===== src/shared/mem_ctrl_params.svh =====
// constants for the static memory wait, float and page timing block
`ifndef MEM_CTRL_PARAMS_SVH
`define MEM_CTRL_PARAMS_SVH
`define WAIT_SEL_OFF     2'b00
`define WAIT_SEL_FROZEN  2'b10
`define WAIT_SEL_READY   2'b11
`define TDF_MODE_PLAIN   1'b0
`define MODE_CS_CTRL     1'b0
`define SLOW_RD_SETUP    11'h001
`define SLOW_RD_PULSE    11'h001
`define SLOW_RD_CS_SETUP 11'h000
`define SLOW_RD_CS_PULSE 11'h002
`define SLOW_RD_CYCLE    11'h002
`define SLOW_WR_SETUP    11'h001
`define SLOW_WR_PULSE    11'h001
`define SLOW_WR_CS_SETUP 11'h000
`define SLOW_WR_CS_PULSE 11'h003
`define SLOW_WR_CYCLE    11'h003
`define SYNC_IDLE        1'b1
`define PAGE_SZ_4        2'h0
`define PAGE_SZ_8        2'h1
`define PAGE_SZ_16       2'h2
`endif


===== src/shared/mem_ctrl_pkg.sv =====
// types and field decoders for the static memory timing block
package mem_ctrl_pkg;
  typedef logic [10:0] cnt_t;
  typedef enum logic [1:0] {
    ST_IDLE   = 2'b00,
    ST_ACCESS = 2'b01,
    ST_FLOAT  = 2'b10
  } st_e;

  // setup field: bit 5 weighs 128 cycles
  function automatic cnt_t dec_setup(input logic [5:0] f);
    return {3'h0, f[5], 7'h00} + {6'h00, f[4:0]};
  endfunction : dec_setup

  // pulse field: bit 6 weighs 256 cycles
  function automatic cnt_t dec_pulse(input logic [6:0] f);
    return {2'h0, f[6], 8'h00} + {5'h00, f[5:0]};
  endfunction : dec_pulse

  // cycle field: bit 7 weighs 256 cycles, bit 8 weighs 512
  function automatic cnt_t dec_cycle(input logic [8:0] f);
    return {1'b0, f[8:7], 8'h00} + {4'h0, f[6:0]};
  endfunction : dec_cycle
endpackage : mem_ctrl_pkg


===== src/wait_resync.sv =====
// two-stage resynchronizer for the external wait input
`include "mem_ctrl_params.svh"
module wait_resync (
  input  wire logic clk,
  input  wire logic rst_b,
  input  wire logic ext_wait_n,
  output logic      wait_n_sync
);
  logic stage1_r;

  // both stages start deasserted so nothing stalls after reset
  always_ff @(posedge clk) begin
    if (!rst_b) begin
      stage1_r    <= `SYNC_IDLE;
      wait_n_sync <= `SYNC_IDLE;
    end else begin
      stage1_r    <= ext_wait_n;
      wait_n_sync <= stage1_r;
    end
  end
endmodule : wait_resync


===== src/page_hit_track.sv =====
// remembers the open page and flags hits for page mode reads
`include "mem_ctrl_params.svh"
module page_hit_track (
  input  wire logic        clk,
  input  wire logic        rst_b,
  input  wire logic        take,
  input  wire logic        page_rd,
  input  wire logic [1:0]  cs,
  input  wire logic [23:0] addr,
  input  wire logic [1:0]  size_sel,
  output logic             hit
);
  logic        open_r;
  logic [1:0]  cs_r;
  logic [23:2] page_r;
  logic [2:0]  keep;

  // low address bits inside the page are not compared
  always_comb begin
    keep[0] = (size_sel == `PAGE_SZ_4);
    keep[1] = (size_sel == `PAGE_SZ_4) || (size_sel == `PAGE_SZ_8);
    keep[2] = (size_sel != 2'h3) && !(size_sel > `PAGE_SZ_16);
  end

  assign hit = open_r && page_rd && (cs == cs_r)
            && (addr[23:5] == page_r[23:5])
            && (((addr[4:2] ^ page_r[4:2]) & keep) == 3'h0);

  // any other access closes the page
  always_ff @(posedge clk) begin
    if (!rst_b) begin
      open_r <= 1'b0;
      cs_r   <= 2'h0;
      page_r <= 22'h00_0000;
    end else if (take) begin
      open_r <= page_rd;
      cs_r   <= cs;
      page_r <= addr[23:2];
    end
  end
endmodule : page_hit_track


===== src/static_mem_wait_float_page_ctrl.sv =====
// access timing with float waits, external wait, slow clock and pages
`include "mem_ctrl_params.svh"
module static_mem_wait_float_page_ctrl
  import mem_ctrl_pkg::*;
(
  input  wire logic             clk,
  input  wire logic             rst_b,
  // access request
  input  wire logic             req_valid,
  input  wire logic             req_write,
  input  wire logic [1:0]       req_cs,
  input  wire logic [23:0]      req_addr,
  output logic                  req_ready,
  output logic                  access_done,
  // per chip select configuration
  input  wire logic [3:0][5:0]  rd_strobe_setup,
  input  wire logic [3:0][6:0]  rd_strobe_pulse,
  input  wire logic [3:0][5:0]  cs_rd_setup,
  input  wire logic [3:0][6:0]  cs_rd_pulse,
  input  wire logic [3:0][8:0]  rd_cycle_len,
  input  wire logic [3:0][5:0]  wr_strobe_setup,
  input  wire logic [3:0][6:0]  wr_strobe_pulse,
  input  wire logic [3:0][5:0]  cs_wr_setup,
  input  wire logic [3:0][6:0]  cs_wr_pulse,
  input  wire logic [3:0][8:0]  wr_cycle_len,
  input  wire logic [3:0]       read_mode,
  input  wire logic [3:0]       write_mode,
  input  wire logic [3:0][3:0]  tdf_cycles,
  input  wire logic [3:0]       tdf_mode,
  input  wire logic [3:0][1:0]  ext_wait_select,
  input  wire logic [3:0]       page_mode_en,
  input  wire logic [3:0][1:0]  page_size_sel,
  // power manager and memory side
  input  wire logic             slow_clk_mode,
  input  wire logic             ext_wait_n,
  output logic [3:0]            chip_select_n,
  output logic                  read_strobe_n,
  output logic                  write_strobe_n,
  output logic [23:0]           mem_addr,
  output logic                  page_hit,
  output logic                  slow_active,
  output logic                  wait_stall
);

  st_e         state_r;
  st_e         state_nxt;
  cnt_t        cnt_r;
  cnt_t        cnt_nxt;
  logic [3:0]  float_r;
  logic [3:0]  float_nxt;

  // parameter set of the access in progress
  cnt_t        s_setup_r;
  cnt_t        s_pulse_r;
  cnt_t        c_setup_r;
  cnt_t        c_pulse_r;
  cnt_t        k_setup_r;
  cnt_t        k_pulse_r;
  cnt_t        cycle_r;
  logic [3:0]  tdf_r;
  logic        write_r;
  logic [1:0]  cs_r;
  logic [1:0]  wait_sel_r;
  logic        slow_r;

  // candidate set for the request on offer
  cnt_t        s_setup_nxt;
  cnt_t        s_pulse_nxt;
  cnt_t        c_setup_nxt;
  cnt_t        c_pulse_nxt;
  cnt_t        k_setup_nxt;
  cnt_t        k_pulse_nxt;
  cnt_t        cycle_nxt;
  cnt_t        k_end;
  cnt_t        hold_len;
  logic [3:0]  tdf_nxt;
  logic [1:0]  wait_sel_nxt;
  logic        ctrl_strobe;
  logic        page_rd;

  logic        take;
  logic        hit;
  logic        wait_n_sync;
  logic        wait_on;
  logic        k_in_pulse;
  logic        k_last;
  logic        freeze;
  logic        last_cycle;
  logic        in_access;
  logic        s_win;
  logic        c_win;
  logic [3:0]  cs_hit;

  // half-open window test on the phase counter
  function automatic logic in_win(input cnt_t c, input cnt_t s,
                                  input cnt_t l);
    return (c >= s) && (c < s + l);
  endfunction : in_win

  wait_resync u_wait_resync (
    .clk         (clk),
    .rst_b       (rst_b),
    .ext_wait_n  (ext_wait_n),
    .wait_n_sync (wait_n_sync)
  );

  assign take    = req_valid && req_ready && (state_r == ST_IDLE);
  assign page_rd = page_mode_en[req_cs] && !req_write
                && !slow_clk_mode;

  page_hit_track u_page_hit_track (
    .clk      (clk),
    .rst_b    (rst_b),
    .take     (take),
    .page_rd  (page_rd),
    .cs       (req_cs),
    .addr     (req_addr),
    .size_sel (page_size_sel[req_cs]),
    .hit      (hit)
  );

  // pick the waveform for the request on offer
  always_comb begin
    s_setup_nxt  = dec_setup(rd_strobe_setup[req_cs]);
    s_pulse_nxt  = dec_pulse(rd_strobe_pulse[req_cs]);
    c_setup_nxt  = dec_setup(cs_rd_setup[req_cs]);
    c_pulse_nxt  = dec_pulse(cs_rd_pulse[req_cs]);
    cycle_nxt    = dec_cycle(rd_cycle_len[req_cs]);
    ctrl_strobe  = read_mode[req_cs];
    wait_sel_nxt = ext_wait_select[req_cs];
    if (req_write) begin
      s_setup_nxt = dec_setup(wr_strobe_setup[req_cs]);
      s_pulse_nxt = dec_pulse(wr_strobe_pulse[req_cs]);
      c_setup_nxt = dec_setup(cs_wr_setup[req_cs]);
      c_pulse_nxt = dec_pulse(cs_wr_pulse[req_cs]);
      cycle_nxt   = dec_cycle(wr_cycle_len[req_cs]);
      ctrl_strobe = write_mode[req_cs];
    end
    if (slow_clk_mode && req_write) begin
      s_setup_nxt  = `SLOW_WR_SETUP;
      s_pulse_nxt  = `SLOW_WR_PULSE;
      c_setup_nxt  = `SLOW_WR_CS_SETUP;
      c_pulse_nxt  = `SLOW_WR_CS_PULSE;
      cycle_nxt    = `SLOW_WR_CYCLE;
      wait_sel_nxt = `WAIT_SEL_OFF;
    end else if (slow_clk_mode) begin
      s_setup_nxt  = `SLOW_RD_SETUP;
      s_pulse_nxt  = `SLOW_RD_PULSE;
      c_setup_nxt  = `SLOW_RD_CS_SETUP;
      c_pulse_nxt  = `SLOW_RD_CS_PULSE;
      cycle_nxt    = `SLOW_RD_CYCLE;
      wait_sel_nxt = `WAIT_SEL_OFF;
    end else if (page_rd) begin
      // both strobes low for the whole access, one length for all
      c_pulse_nxt  = hit ? dec_pulse(rd_strobe_pulse[req_cs])
                         : dec_pulse(cs_rd_pulse[req_cs]);
      s_setup_nxt  = 11'h000;
      c_setup_nxt  = 11'h000;
      s_pulse_nxt  = c_pulse_nxt;
      cycle_nxt    = c_pulse_nxt;
      wait_sel_nxt = `WAIT_SEL_OFF;
    end
    // wait and float follow the signal that controls the access
    if (ctrl_strobe == `MODE_CS_CTRL) begin
      k_setup_nxt = c_setup_nxt;
      k_pulse_nxt = c_pulse_nxt;
    end else begin
      k_setup_nxt = s_setup_nxt;
      k_pulse_nxt = s_pulse_nxt;
    end
    k_end    = k_setup_nxt + k_pulse_nxt;
    hold_len = (cycle_nxt > k_end) ? cycle_nxt - k_end : 11'h000;
    // hold cycles already spent count against the float period
    if (req_write || page_rd || slow_clk_mode
        || tdf_mode[req_cs] != `TDF_MODE_PLAIN) begin
      tdf_nxt = 4'h0;
    end else if ({7'h00, tdf_cycles[req_cs]} > hold_len) begin
      tdf_nxt = tdf_cycles[req_cs] - hold_len[3:0];
    end else begin
      tdf_nxt = 4'h0;
    end
  end

  // latch the set at acceptance so a mode change mid-transfer is ignored
  always_ff @(posedge clk) begin
    if (!rst_b) begin
      s_setup_r  <= 11'h000;
      s_pulse_r  <= 11'h000;
      c_setup_r  <= 11'h000;
      c_pulse_r  <= 11'h000;
      k_setup_r  <= 11'h000;
      k_pulse_r  <= 11'h000;
      cycle_r    <= 11'h000;
      tdf_r      <= 4'h0;
      write_r    <= 1'b0;
      cs_r       <= 2'h0;
      wait_sel_r <= `WAIT_SEL_OFF;
      slow_r     <= 1'b0;
    end else if (take) begin
      s_setup_r  <= s_setup_nxt;
      s_pulse_r  <= s_pulse_nxt;
      c_setup_r  <= c_setup_nxt;
      c_pulse_r  <= c_pulse_nxt;
      k_setup_r  <= k_setup_nxt;
      k_pulse_r  <= k_pulse_nxt;
      cycle_r    <= cycle_nxt;
      tdf_r      <= tdf_nxt;
      write_r    <= req_write;
      cs_r       <= req_cs;
      wait_sel_r <= wait_sel_nxt;
      slow_r     <= slow_clk_mode;
    end
  end

  // address and page status stay up until the next acceptance
  always_ff @(posedge clk) begin
    if (!rst_b) begin
      mem_addr <= 24'h00_0000;
      page_hit <= 1'b0;
    end else if (take) begin
      mem_addr <= req_addr;
      page_hit <= hit;
    end
  end

  // wait handling, only inside the controlling pulse
  assign in_access  = (state_r == ST_ACCESS);
  assign wait_on    = !wait_n_sync;
  assign k_in_pulse = in_win(cnt_r, k_setup_r, k_pulse_r);
  assign k_last     = k_in_pulse
                   && (cnt_r == k_setup_r + k_pulse_r - 11'h001);

  always_comb begin
    case (wait_sel_r)
      `WAIT_SEL_FROZEN: freeze = in_access && k_in_pulse
                              && wait_on;
      `WAIT_SEL_READY:  freeze = in_access && k_last
                              && wait_on;
      default:          freeze = 1'b0;
    endcase
  end

  // zero cycle length still runs one cycle
  assign last_cycle = (cnt_r + 11'h001 >= cycle_r);

  always_comb begin
    state_nxt = state_r;
    cnt_nxt   = cnt_r;
    float_nxt = float_r;
    case (state_r)
      ST_IDLE: begin
        if (take) begin
          state_nxt = ST_ACCESS;
          cnt_nxt   = 11'h000;
        end
      end
      ST_ACCESS: begin
        if (freeze) begin
          cnt_nxt = cnt_r;
        end else if (last_cycle) begin
          float_nxt = tdf_r;
          state_nxt = (tdf_r != 4'h0) ? ST_FLOAT : ST_IDLE;
        end else begin
          cnt_nxt = cnt_r + 11'h001;
        end
      end
      ST_FLOAT: begin
        // next access waits until the bus is released
        float_nxt = float_r - 4'h1;
        if (float_r == 4'h1) begin
          state_nxt = ST_IDLE;
        end
      end
      default: begin
        state_nxt = ST_IDLE;
      end
    endcase
  end

  always_ff @(posedge clk) begin
    if (!rst_b) begin
      state_r <= ST_IDLE;
      cnt_r   <= 11'h000;
      float_r <= 4'h0;
    end else begin
      state_r <= state_nxt;
      cnt_r   <= cnt_nxt;
      float_r <= float_nxt;
    end
  end

  // handshake flags
  always_ff @(posedge clk) begin
    if (!rst_b) begin
      req_ready   <= 1'b0;
      access_done <= 1'b0;
    end else begin
      // ready drops as a request is taken, so no second take slips in
      req_ready   <= (state_nxt == ST_IDLE) && !take;
      access_done <= in_access && !freeze && last_cycle;
    end
  end

  // status flags
  always_ff @(posedge clk) begin
    if (!rst_b) begin
      wait_stall  <= 1'b0;
      slow_active <= 1'b0;
    end else begin
      wait_stall  <= freeze;
      slow_active <= slow_clk_mode;
    end
  end

  // memory strobes, one cycle behind the phase counter; a frozen
  // counter keeps every strobe where it is
  assign s_win = in_access && in_win(cnt_r, s_setup_r, s_pulse_r);
  assign c_win = in_access && in_win(cnt_r, c_setup_r, c_pulse_r);

  // one decode per chip select line
  for (genvar g = 0; g < 4; g++) begin : g_cs_hit
    assign cs_hit[g] = c_win && (cs_r == 2'(g));
  end

  always_ff @(posedge clk) begin
    if (!rst_b) begin
      read_strobe_n  <= 1'b1;
      write_strobe_n <= 1'b1;
    end else begin
      read_strobe_n  <= !(s_win && !write_r);
      write_strobe_n <= !(s_win && write_r);
    end
  end

  always_ff @(posedge clk) begin
    if (!rst_b) begin
      chip_select_n <= 4'hf;
    end else begin
      chip_select_n <= ~cs_hit;
    end
  end

endmodule : static_mem_wait_float_page_ctrl


===== config.mk =====
export PLATFORM = sky130hd
export DESIGN_NAME = static_mem_wait_float_page_ctrl
export DESIGN_NICKNAME = d
export VERILOG_FILES = /design/src/shared/mem_ctrl_pkg.sv /design/src/wait_resync.sv /design/src/page_hit_track.sv /design/src/static_mem_wait_float_page_ctrl.sv
export VERILOG_INCLUDE_DIRS = /design/src /design/src/shared
export SDC_FILE = /design/constraint.sdc
export NUM_CORES = 1
export LEC_CHECK = 0
export ABC_AREA = 1
export ABC_CLOCK_PERIOD_IN_PS = 18500
export BUFFER_PORTS_ARGS = -buffer_cell sky130_fd_sc_hd__buf_4
export CORE_AREA = 2 2 154 156
export CTS_BUF_LIST = sky130_fd_sc_hd__clkbuf_4 sky130_fd_sc_hd__clkbuf_8
export CTS_CLUSTER_DIAMETER = 50
export DETAILED_ROUTE_END_ITERATION = 8
export DIE_AREA = 0 0 156 158
export HOLD_SLACK_MARGIN = 0.15
export PLACE_DENSITY = 0.75
export SLEW_MARGIN = 20
export SYNTH_ARGS = -nofsm -noshare
export SYNTH_HDL_FRONTEND = slang
export SYNTH_HIERARCHICAL = 1
export SYNTH_SLANG_ARGS = --single-unit

===== constraint.sdc =====
create_clock -name clk -period 18.5 [get_ports clk]
set_clock_uncertainty 0.05 [all_clocks]
set_input_delay 2.775 -clock clk [delete_from_list [all_inputs] [get_ports clk]]
set_output_delay 2.775 -clock clk [all_outputs]
set_load 0.05 [all_outputs]

* Yosys cells after proc, flatten, opt, wreduce, memory -nomap -nowiden *
Index checks and enable logic that the tools add are counted.

storage, ports and cells
  flip-flop bits (word level) = 163
  bits in latches = 0
  RAM bits = 0
  bits in read-only memories = 0
  bits of input ports = 360
  logic and storage cells = 207
  memories = 0

operators by class
  add/sub/neg operators = 19
  $mul = 0
  divide/modulo/power cells = 0
  $lt $le $gt $ge = 11
  equality and inequality tests = 17
  shifts and indexed selects = 0
  mux-type cells = 78
  bitwise logic cells = 3
  reductions and logical operators = 52

operator list
  operator                                            number
  two-way mux 11 bit                                  19
  two-way mux 9 bit                                   7
  binary-select mux 7 bit (select 2 bit)              4
  binary-select mux 6 bit (select 2 bit)              4
  adder 11 bit                                        4
  >= comparator 11 bit                                4
  adder 9 x 6 -> 10 bit                               4
  adder 8 x 5 -> 9 bit                                4
  binary-select mux 9 bit (select 2 bit)              2
  less-than comparator 11 bit                         3
  two-way mux 10 bit                                  3
  logical AND 1 bit                                   29
  two-way mux 7 bit                                   4
  two-way mux 6 bit                                   4
  adder 10 x 7 -> 11 bit                              2
  one-hot mux 11 bit (2 select lines)                 1
  two-way mux 2 bit                                   10
  two-way mux 4 bit                                   5
  == test 19 bit                                      1
  adder 11 x 1 -> 11 bit, second input constant       1
  == test 11 bit                                      1
  greater-than comparator 11 bit                      1
  greater-than comparator 4 x 11 -> 1 bit             1
  subtractor 11 x 1 -> 11 bit, second input constant  1
  other kinds (28)                                    61

* Depth between registers and ports, before layout *
Gate-level depths: netlist of run 1.

  depth in word-level cells = 19
  gate-level depth with buffers = 50
  gate-level depth less buffers = 47

* Cells and area by module *
The synthesis of run 1 kept the hierarchy.

by module, submodules not included
  module                           instances  cells an instance  area an instance (µm²)  sequential area each (µm²)
  static_mem_wait_float_page_ctrl  1          1558               10022.1                 2182.1
  page_hit_track                   1          220                1326.3                  500.5
  wait_resync                      1          6                  55.1                    40.0

* Worst setup path after synthesis of run 1 *
OpenSTA, ideal clock, no wires.

  path type = input -> register
  from = input port req_cs[0]
  to = register tdf_r[3]
  setup time = 0.059 ns
  data arrival time = 8.856 ns
  data required time = 18.391 ns
  slack = 9.536 ns
  stages = 46
  path buffers = 7
  cells stage by stage = inv_1 -> buf_4 -> buf_4 -> buf_4 -> buf_6 -> buf_2 -> clkbuf_1 -> o21ai_0 -> o22ai_1 -> nor2_1 -> nand2_1 -> nand2_1 -> inv_1 -> nand3_1 -> nor2_2 -> clkbuf_1 -> o21ai_0 -> nand2_1 -> [... 10 more ...] -> inv_1 -> nor4_1 -> nor2_1 -> nand3b_1 -> nand2_1 -> o21a_1 -> inv_1 -> nor2_1 -> inv_1 -> ha_1 -> nand2_1 -> nor2_1 -> a211oi_1 -> nor2_1 -> nor3_1 -> a21boi_0 -> nand3_1 -> nand2_1

between the ends
  cells in the longest elaborated chain, start to end = 19
  elaborated cells on any way between the ends = 93
  classes of those cells = 13 x add/sub; 3 x order compare; 3 x eq/ne; 59 x mux; 1 x bitwise; 14 x reduce/logical

ends and longest elaborated chain
  what                                                                                                     line                                                                            RTL
  start: declaration                                                                                       static_mem_wait_float_page_ctrl.sv:11                                           input wire logic [1:0] req_cs,
  binary-select mux 2 bit (select 2 bit) / binary-select mux 1 bit (select 2 bit) (equally long branches)  static_mem_wait_float_page_ctrl.sv:118, static_mem_wait_float_page_ctrl.sv:108
  two-way mux 2 bit (implied by the code) / two-way mux 1 bit (equally long branches)                      static_mem_wait_float_page_ctrl.sv:118, static_mem_wait_float_page_ctrl.sv:108
  greater-than comparator 2 bit (no source line) / logical AND 1 bit (equally long branches)               --
  logical NOT 1 bit / logical AND 1 bit (equally long branches)                                            page_hit_track.sv:22, static_mem_wait_float_page_ctrl.sv:109
  logical AND 1 bit, on equally long branches                                                              page_hit_track.sv:22, page_hit_track.sv:25
  AND 3 bit / logical AND 1 bit (equally long branches)                                                    page_hit_track.sv:27, page_hit_track.sv:25
  logical NOT 3 bit / logical AND 1 bit (equally long branches)                                            page_hit_track.sv:27, page_hit_track.sv:26
  logical AND 1 bit (*)                                                                                    page_hit_track.sv:27                                                            && (((addr[4:2] ^ page_r[4:2]) & keep) == 3'h0);
  named net hit                                                                                            static_mem_wait_float_page_ctrl.sv:82                                           logic hit;
  [... 4 more ...]                                                                                         --
  two-way mux 11 bit (*)                                                                                   static_mem_wait_float_page_ctrl.sv:164                                          if (ctrl_strobe == `MODE_CS_CTRL) begin
  named net k_pulse_nxt[0]                                                                                 static_mem_wait_float_page_ctrl.sv:72                                           cnt_t k_pulse_nxt;
  adder 11 bit (*)                                                                                         static_mem_wait_float_page_ctrl.sv:171                                          k_end = k_setup_nxt + k_pulse_nxt;
  subtractor 11 bit / greater-than comparator 11 bit (equally long branches)                               static_mem_wait_float_page_ctrl.sv:172                                          hold_len = (cycle_nxt > k_end) ? cycle_nxt - k_end : 11'h000;
  two-way mux 11 bit (*)                                                                                   static_mem_wait_float_page_ctrl.sv:172
  greater-than comparator 4 x 11 -> 1 bit / subtractor 4 bit (equally long branches)                       static_mem_wait_float_page_ctrl.sv:177, static_mem_wait_float_page_ctrl.sv:178
  two-way mux 4 bit (*)                                                                                    static_mem_wait_float_page_ctrl.sv:177                                          end else if ({7'h00, tdf_cycles[req_cs]} > hold_len) begin
  two-way mux 4 bit (*)                                                                                    static_mem_wait_float_page_ctrl.sv:174                                          if (req_write || page_rd || slow_clk_mode
  end signal: assignment                                                                                   static_mem_wait_float_page_ctrl.sv:207                                          tdf_r <= tdf_nxt;
  end: declaration                                                                                         static_mem_wait_float_page_ctrl.sv:60                                           logic [3:0] tdf_r;

The timed path passes the listed nets; every way through them passes the cells marked *. The select of a mux whose other input is x is not followed.
A chain may end at the register's enable or synchronous reset.

* Worst setup path after layout of run 1 *
  from = input port req_cs[0]
  to = register tdf_r[3]

between the ends
  cells in the longest elaborated chain, start to end = 19
  elaborated cells on any way between the ends = 93
  classes of those cells = 13 x add/sub; 3 x order compare; 3 x eq/ne; 59 x mux; 1 x bitwise; 14 x reduce/logical

ends and longest elaborated chain
  what                                                                                line                                                                            RTL
  binary-select mux 1 bit (select 2 bit) (*)                                          static_mem_wait_float_page_ctrl.sv:108                                          assign page_rd = page_mode_en[req_cs] && !req_write
  two-way mux 1 bit (implied by the code) (*)                                         static_mem_wait_float_page_ctrl.sv:108
  logical AND 1 bit (*)                                                               static_mem_wait_float_page_ctrl.sv:108
  logical AND 1 bit (*)                                                               static_mem_wait_float_page_ctrl.sv:109                                          && !slow_clk_mode;
  named net page_rd                                                                   static_mem_wait_float_page_ctrl.sv:79                                           logic page_rd;
  logical AND 1 bit (*) (2 in series)                                                 page_hit_track.sv:25                                                            assign hit = open_r && page_rd && (cs == cs_r)
  logical AND 1 bit (*)                                                               page_hit_track.sv:26                                                            && (addr[23:5] == page_r[23:5])
  logical AND 1 bit (*)                                                               page_hit_track.sv:27
  named net hit                                                                       static_mem_wait_float_page_ctrl.sv:82
  [... 4 more ...]                                                                    --
  two-way mux 11 bit (*)                                                              static_mem_wait_float_page_ctrl.sv:164
  named net k_pulse_nxt[2]                                                            static_mem_wait_float_page_ctrl.sv:72
  adder 11 bit (*)                                                                    static_mem_wait_float_page_ctrl.sv:171
  subtractor 11 bit / greater-than comparator 11 bit (equally long branches)          static_mem_wait_float_page_ctrl.sv:172
  two-way mux 11 bit (*)                                                              static_mem_wait_float_page_ctrl.sv:172
  greater-than comparator 4 x 11 -> 1 bit / subtractor 4 bit (equally long branches)  static_mem_wait_float_page_ctrl.sv:177, static_mem_wait_float_page_ctrl.sv:178
  two-way mux 4 bit (*)                                                               static_mem_wait_float_page_ctrl.sv:177
  two-way mux 4 bit (*)                                                               static_mem_wait_float_page_ctrl.sv:174

Marked as above.

==> impl_metrics.py, run 1 <==
metrics = {
    "sta": {
        "period_share_pct": 51.8,
        "slew-limit-headroom_pct": 30.7,
        "worst_slew_pin_slew_ns": 1.04,
        "setup_tns_ns": 0,
        "setup_ws_ns": 8.91,
        "setup_violations": 0,
        "slew_violations": 0,
        "fmax_mhz": 104,
        "rsz0062_at_grt": "false",
        "fin_crit_ns": 9.59,
        "final-hold-violation-count": 0,
    },
    "routing": {
        "wl_per_cell_um": 18.3,
        "ant_nets": 0,
        "wirelength_um": 44200,
        "post_drt_via_cell_ratio": 5.65,
        "drc": 0,
        "firstDrtPassIters": 5,
        "via_count": 13700,
        "drtIter0Drc": 1209,
    },
    "synthesis": {
        "syn_avg_cell_area_sq_um": 6.39,
        "synth_compound_area_share_pct": 24.0,
        "yosysTopAreaCell": "dfxtp_1",
        "synthesis.instances": 1784,
        "ys_warn_count": 6,
        "synth_area_sq_um": 11400,
        "synth_xor_area_share_pct": 2.23,
        "muxShareOfSynthArea_pct": 0.176,
        "synth_top_area_share_pct": 23.9,
        "synthFlopType": "dfxtp_1",
        "synth_fp_nets": 2235,
        "ys_ff_latch": 136,
        "ys_seq_area_share_pct": 23.9,
        "synth_area_leaders": "dfxtp_1 (24%), nand2_1 (16%), ha_1 (9.3%), o21ai_0 (6.3%), nor2_1 (5.9%)",
        "synthArstFlopShare_pct": 0,
        "synth_simple_gate_area_share_pct": 29.3,
        "yosysUniqueCellTypes": 54,
        "synth_top_family_by_area": "simple AND/OR/NAND/NOR gates",
        "synth_fa_ha_area_share_pct": 10.4,
        "synth_edf_count": 0,
    },
    "setup_path": {
        "worstPathArrival_ns": 9.94,
        "slowest_delay_ns": 0.54,
        "crit_type": "input port to register",
        "crit_path_start_kind": "input port",
        "crit-reg2reg-launch": "u_page_hit_track/page_r[5]",
        "crit_top_cell": "nand2_1",
        "reg2regPathDepth": 40,
        "required_ns": 18.85,
        "crit_buf_inv": 7,
        "reg2reg_to": "tdf_r[3]",
        "cp_max_fo": 76,
        "end_kind": "register",
        "rrSetupSlack_ns": 12.31,
        "slowest_stage": "inv_4",
        "crit_family": "simple AND/OR/NAND/NOR gates",
    },
    "cts": {
        "clock_latency_ns": 0.46,
        "root_buffer": "clkbuf_8",
        "cts_setup_buffers": 0,
        "h-tree-depth": 4,
        "clock_sinks": 136,
        "hold_buffers": 0,
        "cts.clk_slew.worst_paths_ns": 0.08,
        "clockBufferDepth": 2,
        "cts_resized": 0,
        "cts_buffers": 17,
        "cts_tree": "built",
    },
    "floorplan": {
        "rows": 56,
        "core_sq_um": 23100,
        "die_w_um": 156,
        "die_area_sq_um": 24600,
        "start_util_pct": 49.5,
        "die_h_um": 158,
        "pin_count": 395,
    },
    "power": {
        "vdd_ir_drop_max_mv": 0.0580,
        "pwr_density_cell_nw_per_um2": 72.8,
        "p_leak_nw": 7.34,
        "total_power_mw": 1.08,
    },
    "place": {
        "portBuffers": 394,
        "gp_congestion": 0.935,
        "dp_slack_ns": 8.61,
        "dp_hpwl_um": 34700,
        "post_dp_cell_area_sq_um": 14300,
    },
    "layout": {
        "fin_area_sq_um": 14800,
        "seq_area_sq_um": 2720,
        "area_growth_pct": 29.4,
        "drive_gt1_share_pct": 22.3,
        "multi_input_area_sq_um": 7550,
        "n_fill_cell": 2177,
        "final_nets": 2563,
    },
    "min_path": {
        "hold_class": "register to register",
        "min_path_cells": 1,
        "worstHoldStart": "write_r",
        "whs_endpoint": "write_strobe_n",
    },
    "grt": {
        "antenna_found_initial": 2,
        "grt_pass1_wl_um": 67200,
        "grt_pass1_vias": 12700,
        "grt_max_degree": 91,
        "grt_usage_pct": 35.1,
        "grt-ovfl-total": 0,
    },
    "job": {
        "drv_cap": 0,
    },
    "status": {
        "status": "complete, no violations",
    },
}
[sequential cells by signal, indices dropped and copies added, names as in the netlist, 2 cells and up]
name and count:
c_setup_r 6, k_setup_r 6, float_r 4, c_pulse_r 7, k_pulse_r 7, u_page_hit_track/cs_r 2, chip_select_n 4, cs_r 2
s_setup_r 6, wait_sel_r 2, u_page_hit_track/page_r 22, tdf_r 4, cnt_r 11, state_r 2, mem_addr 24, cycle_r 9
s_pulse_r 7
[kinds of logic after synthesis]
| kind of cell | Yosys count |
|---|---|
| buffers and inverters | 276 |
| XOR/XNOR | 29 |
| multiplexers | 2 |
| AND/OR/NAND/NOR | 811 |
| AO/OA/AOI/OAI | 439 |
| adder cells (fa/ha/maj) | 91 |
| flip-flops | 136 |
[cell usage after synthesis, types with 16 or more instances]
cell type / number
inv_1: 170
a21oi_1: 108
xor2_1: 16
buf_2: 37
a32o_1: 38
nor2_1: 178
o22ai_1: 41
dfxtp_1: 136
nand3_1: 96
o21ai_0: 144
nand2_1: 475
a22o_1: 29
nand4_1: 20
clkbuf_1: 40
ha_1: 85
[cell type report]
type	instances	area share (%)
flip-flops and latches	136	18.4
clock inverters	12	0.805
multi-input cells	1372	51.1
clock buffers	20	1.82
well taps	290	2.46
inverters	182	4.66
diodes	2	0.0339
repair buffers	403	20.6
[per-layer routing]
layer / track usage (%) / vias up / wire, um
met3: 8.05 / 119 / 4290
met5: 0 / - / 0
li1: - / 6681 / -
met4: 15.6 / 0 / 1970
met2: 57.3 / 642 / 19900
met1: 44.2 / 6225 / 18000
[worst max-delay path by stage]
stage | cells after the start | start | slack [ns] | end
final | 46 | req_cs[0] | 8.91 | tdf_r[3]
after global routing | 46 | req_cs[0] | 8.10 | tdf_r[3]
after CTS | 46 | req_cs[0] | 9.06 | tdf_r[3]
after detailed placement | 46 | req_cs[0] | 8.61 | tdf_r[3]
after global placement | 46 | req_cs[0] | 8.89 | tdf_r[3]
after floorplan | 46 | req_cs[0] | 9.54 | tdf_r[3]
[power breakdown]
group	switching, mW	internal [mW]
clock network	0.127	0.116
logic	0.286	0.204
registers	0.0269	0.315
[placed cells by master, fill, tap and decap left out, types with 8 or more instances in the layout]
master	instances
a22o_1	29
inv_1	168
xor2_1	16
inv_2	8
a21oi_1	108
nand2_1	475
nand3_1	96
buf_4	402
ha_1	85
o21ai_0	144
nor2_1	176
xnor2_1	13
nand4_1	20
nor3_1	9
a211oi_1	9
dfxtp_1	136
clkbuf_8	19
o22ai_1	41
o21ai_1	15
nand2_2	10
a32o_1	38
[per-stage QoR]
step                hold slack, ns  utilization, %  cells
floorplan                    0.330               -   1784
global placement             0.341            62.2   2382
detailed placement           0.352            62.2   2382
CTS                          0.371            63.9   2414
global route                 0.386            64.0   2416
finish                       0.365            64.0   2417
No activity file was read; power rests on OpenSTA's default activity.
==> run 2, diff against run 1 <==
- ABC_CLOCK_PERIOD_IN_PS: 18500 -> 7900
- CORE_AREA: 2 2 154 156 -> unset
- CORE_MARGIN: unset -> 2
- CORE_UTILIZATION: unset -> 48
- DIE_AREA: 0 0 156 158 -> unset
- PLACE_DENSITY: 0.75 -> 0.76
- clock period: 18.5 -> 7.9 ns (I/O delays scaled with it)
==> impl_metrics.py, run 2 (same netlist as run 1, synthesis figures left out) <==
metrics = {
    "status": {
        "status": "complete, no violations",
    },
    "sta": {
        "worst_slew_pin_slew_ns": 1.04,
        "setup_tns_ns": 0,
        "final-hold-violation-count": 0,
        "setup_ws_ns": 0.827,
        "period_share_pct": 89.5,
        "rsz0062_at_grt": "false",
        "fin_crit_ns": 7.07,
        "slew_violations": 0,
        "fmax_mhz": 141,
        "slew-limit-headroom_pct": 30.2,
        "setup_violations": 0,
    },
    "setup_path": {
        "slowest_stage": "ha_1",
        "required_ns": 8.25,
        "crit_family": "simple AND/OR/NAND/NOR gates",
        "end_kind": "register",
        "crit_type": "input port to register",
        "crit_buf_inv": 7,
        "crit_top_cell": "nand2_1",
        "slowest_delay_ns": 0.35,
        "rrSetupSlack_ns": 1.94,
        "crit_path_start_kind": "input port",
        "cp_max_fo": 20,
        "worstPathArrival_ns": 7.42,
    },
    "cts": {
        "cts_buffers": 17,
        "h-tree-depth": 4,
        "hold_buffers": 0,
        "root_buffer": "clkbuf_8",
        "clock_latency_ns": 0.46,
        "clock_sinks": 136,
        "cts.clk_slew.worst_paths_ns": 0.09,
        "cts_resized": 0,
        "cts_tree": "built",
        "cts_setup_buffers": 0,
        "clockBufferDepth": 2,
    },
    "layout": {
        "biggestRegsByFlops": "mem_addr: 24 flops, u_page_hit_track/page_r: 22 flops, cnt_r: 11 flops",
        "mostFrequentLayoutCells": "nand2_1 (475), buf_4 (405), nor2_1 (176)",
        "layout_commonest_cell": "nand2_1",
        "largest_reg_flops": 24,
        "drive_gt1_share_pct": 22.5,
        "largest-register": "mem_addr",
        "final_nets": 2567,
        "area_growth_pct": 30.1,
        "final_cells": 2449,
    },
    "floorplan": {
        "die_h_um": 158,
        "core_sq_um": 23400,
        "pin_count": 395,
        "rows": 56,
        "start_util_pct": 48.7,
        "die_w_um": 158,
        "die_area_sq_um": 25000,
    },
    "routing": {
        "firstDrtPassIters": 6,
        "ant_nets": 0,
        "wl_per_cell_um": 18.3,
        "wirelength_um": 44700,
        "via_count": 13800,
        "post_drt_via_cell_ratio": 5.65,
        "drtIter0Drc": 1310,
        "drc": 0,
    },
    "grt": {
        "grt_max_degree": 147,
        "grt-ovfl-total": 0,
        "grt_pass1_vias": 13000,
        "grt_usage_pct": 35.1,
        "antenna_found_initial": 0,
        "grt_pass1_wl_um": 68100,
    },
    "min_path": {
        "hold_class": "register to register",
    },
    "place": {
        "dp.cells": 2416,
        "gp_congestion": 0.943,
        "dp_hpwl_um": 35100,
        "dp_slack_ns": 0.365,
        "portBuffers": 394,
    },
    "power": {
        "p_leak_nw": 7.37,
        "vdd_ir_drop_max_mv": 0.129,
        "pwr_density_cell_nw_per_um2": 170,
    },
    "job": {
        "drv_cap": 0,
    },
}
-- run 2: cell types whose count changed in the layout (fill, tap and decap cells not counted), sizes merged --
cell	before	now
clkbuf	20	18
buf	403	407
diode	2	1
clkinvlp	3	1
inv	180	183
clkinv	10	11
-- run 2: final cells by class --
cell class | instances | area (sq um)
antenna | 1 | 2.50
clock buffer | 18 | 248
clock inverter | 14 | 136
fill | 2238 | 8570
inverter | 182 | 687
multi-input combinational | 1372 | 7550
sequential | 136 | 2720
tap | 319 | 399
timing repair buffer | 407 | 3080
-- run 2: metrics by stage --
stage | power (mW) | area (sq um) | hold slack [ns] | utilization [%]
after detailed placement | 1.94 | 14400 | 0.346 | 61.7
after global placement | 1.92 | 14400 | 0.341 | 61.7
final | 2.52 | 14800 | 0.357 | 63.4
after CTS | 2.51 | 14800 | 0.359 | 63.3
after global routing | 2.69 | 14800 | 0.372 | 63.4
after floorplan | 1.56 | 11400 | 0.330 | -
-- run 2: worst reg2reg max path, delay by kind of cell (launching register included) --
| family | cells | cell delay, ns |
|---|---|---|
| AND/OR/NAND/NOR | 22 | 2.42 |
| AO/OA/AOI/OAI | 9 | 1.61 |
| adder cells (fa/ha/maj) | 3 | 0.96 |
| buffers and inverters | 5 | 0.41 |
| flip-flops | 1 | 0.37 |
| XOR/XNOR | 1 | 0.10 |
-- run 2: worst paths after layout --
path,endpoint,startpoint,depth (start not counted)
setup / recovery,tdf_r[3],req_cs[0],46
setup reg to reg,tdf_r[3],u_page_hit_track/page_r[5],40
hold reg to reg,write_strobe_n,write_r,1
hold / removal,write_strobe_n,write_r,1
-- run 2: per-layer routing --
layer	GRT usage [%]	share of wire, %	routed length, um	vias to the layer above
met1	41.6	40	18100	6414
met5	0	0	0	-
li1	-	-	-	6703
met4	13.2	3.3	1470	0
met3	6.57	8.4	3760	84
met2	62.8	48	21400	648
-- run 2: report_power, final --
| part | internal [mW] | switching [mW] |
|---|---|---|
| registers | 0.738 | 0.0620 |
| logic | 0.479 | 0.673 |
| clock network | 0.265 | 0.305 |
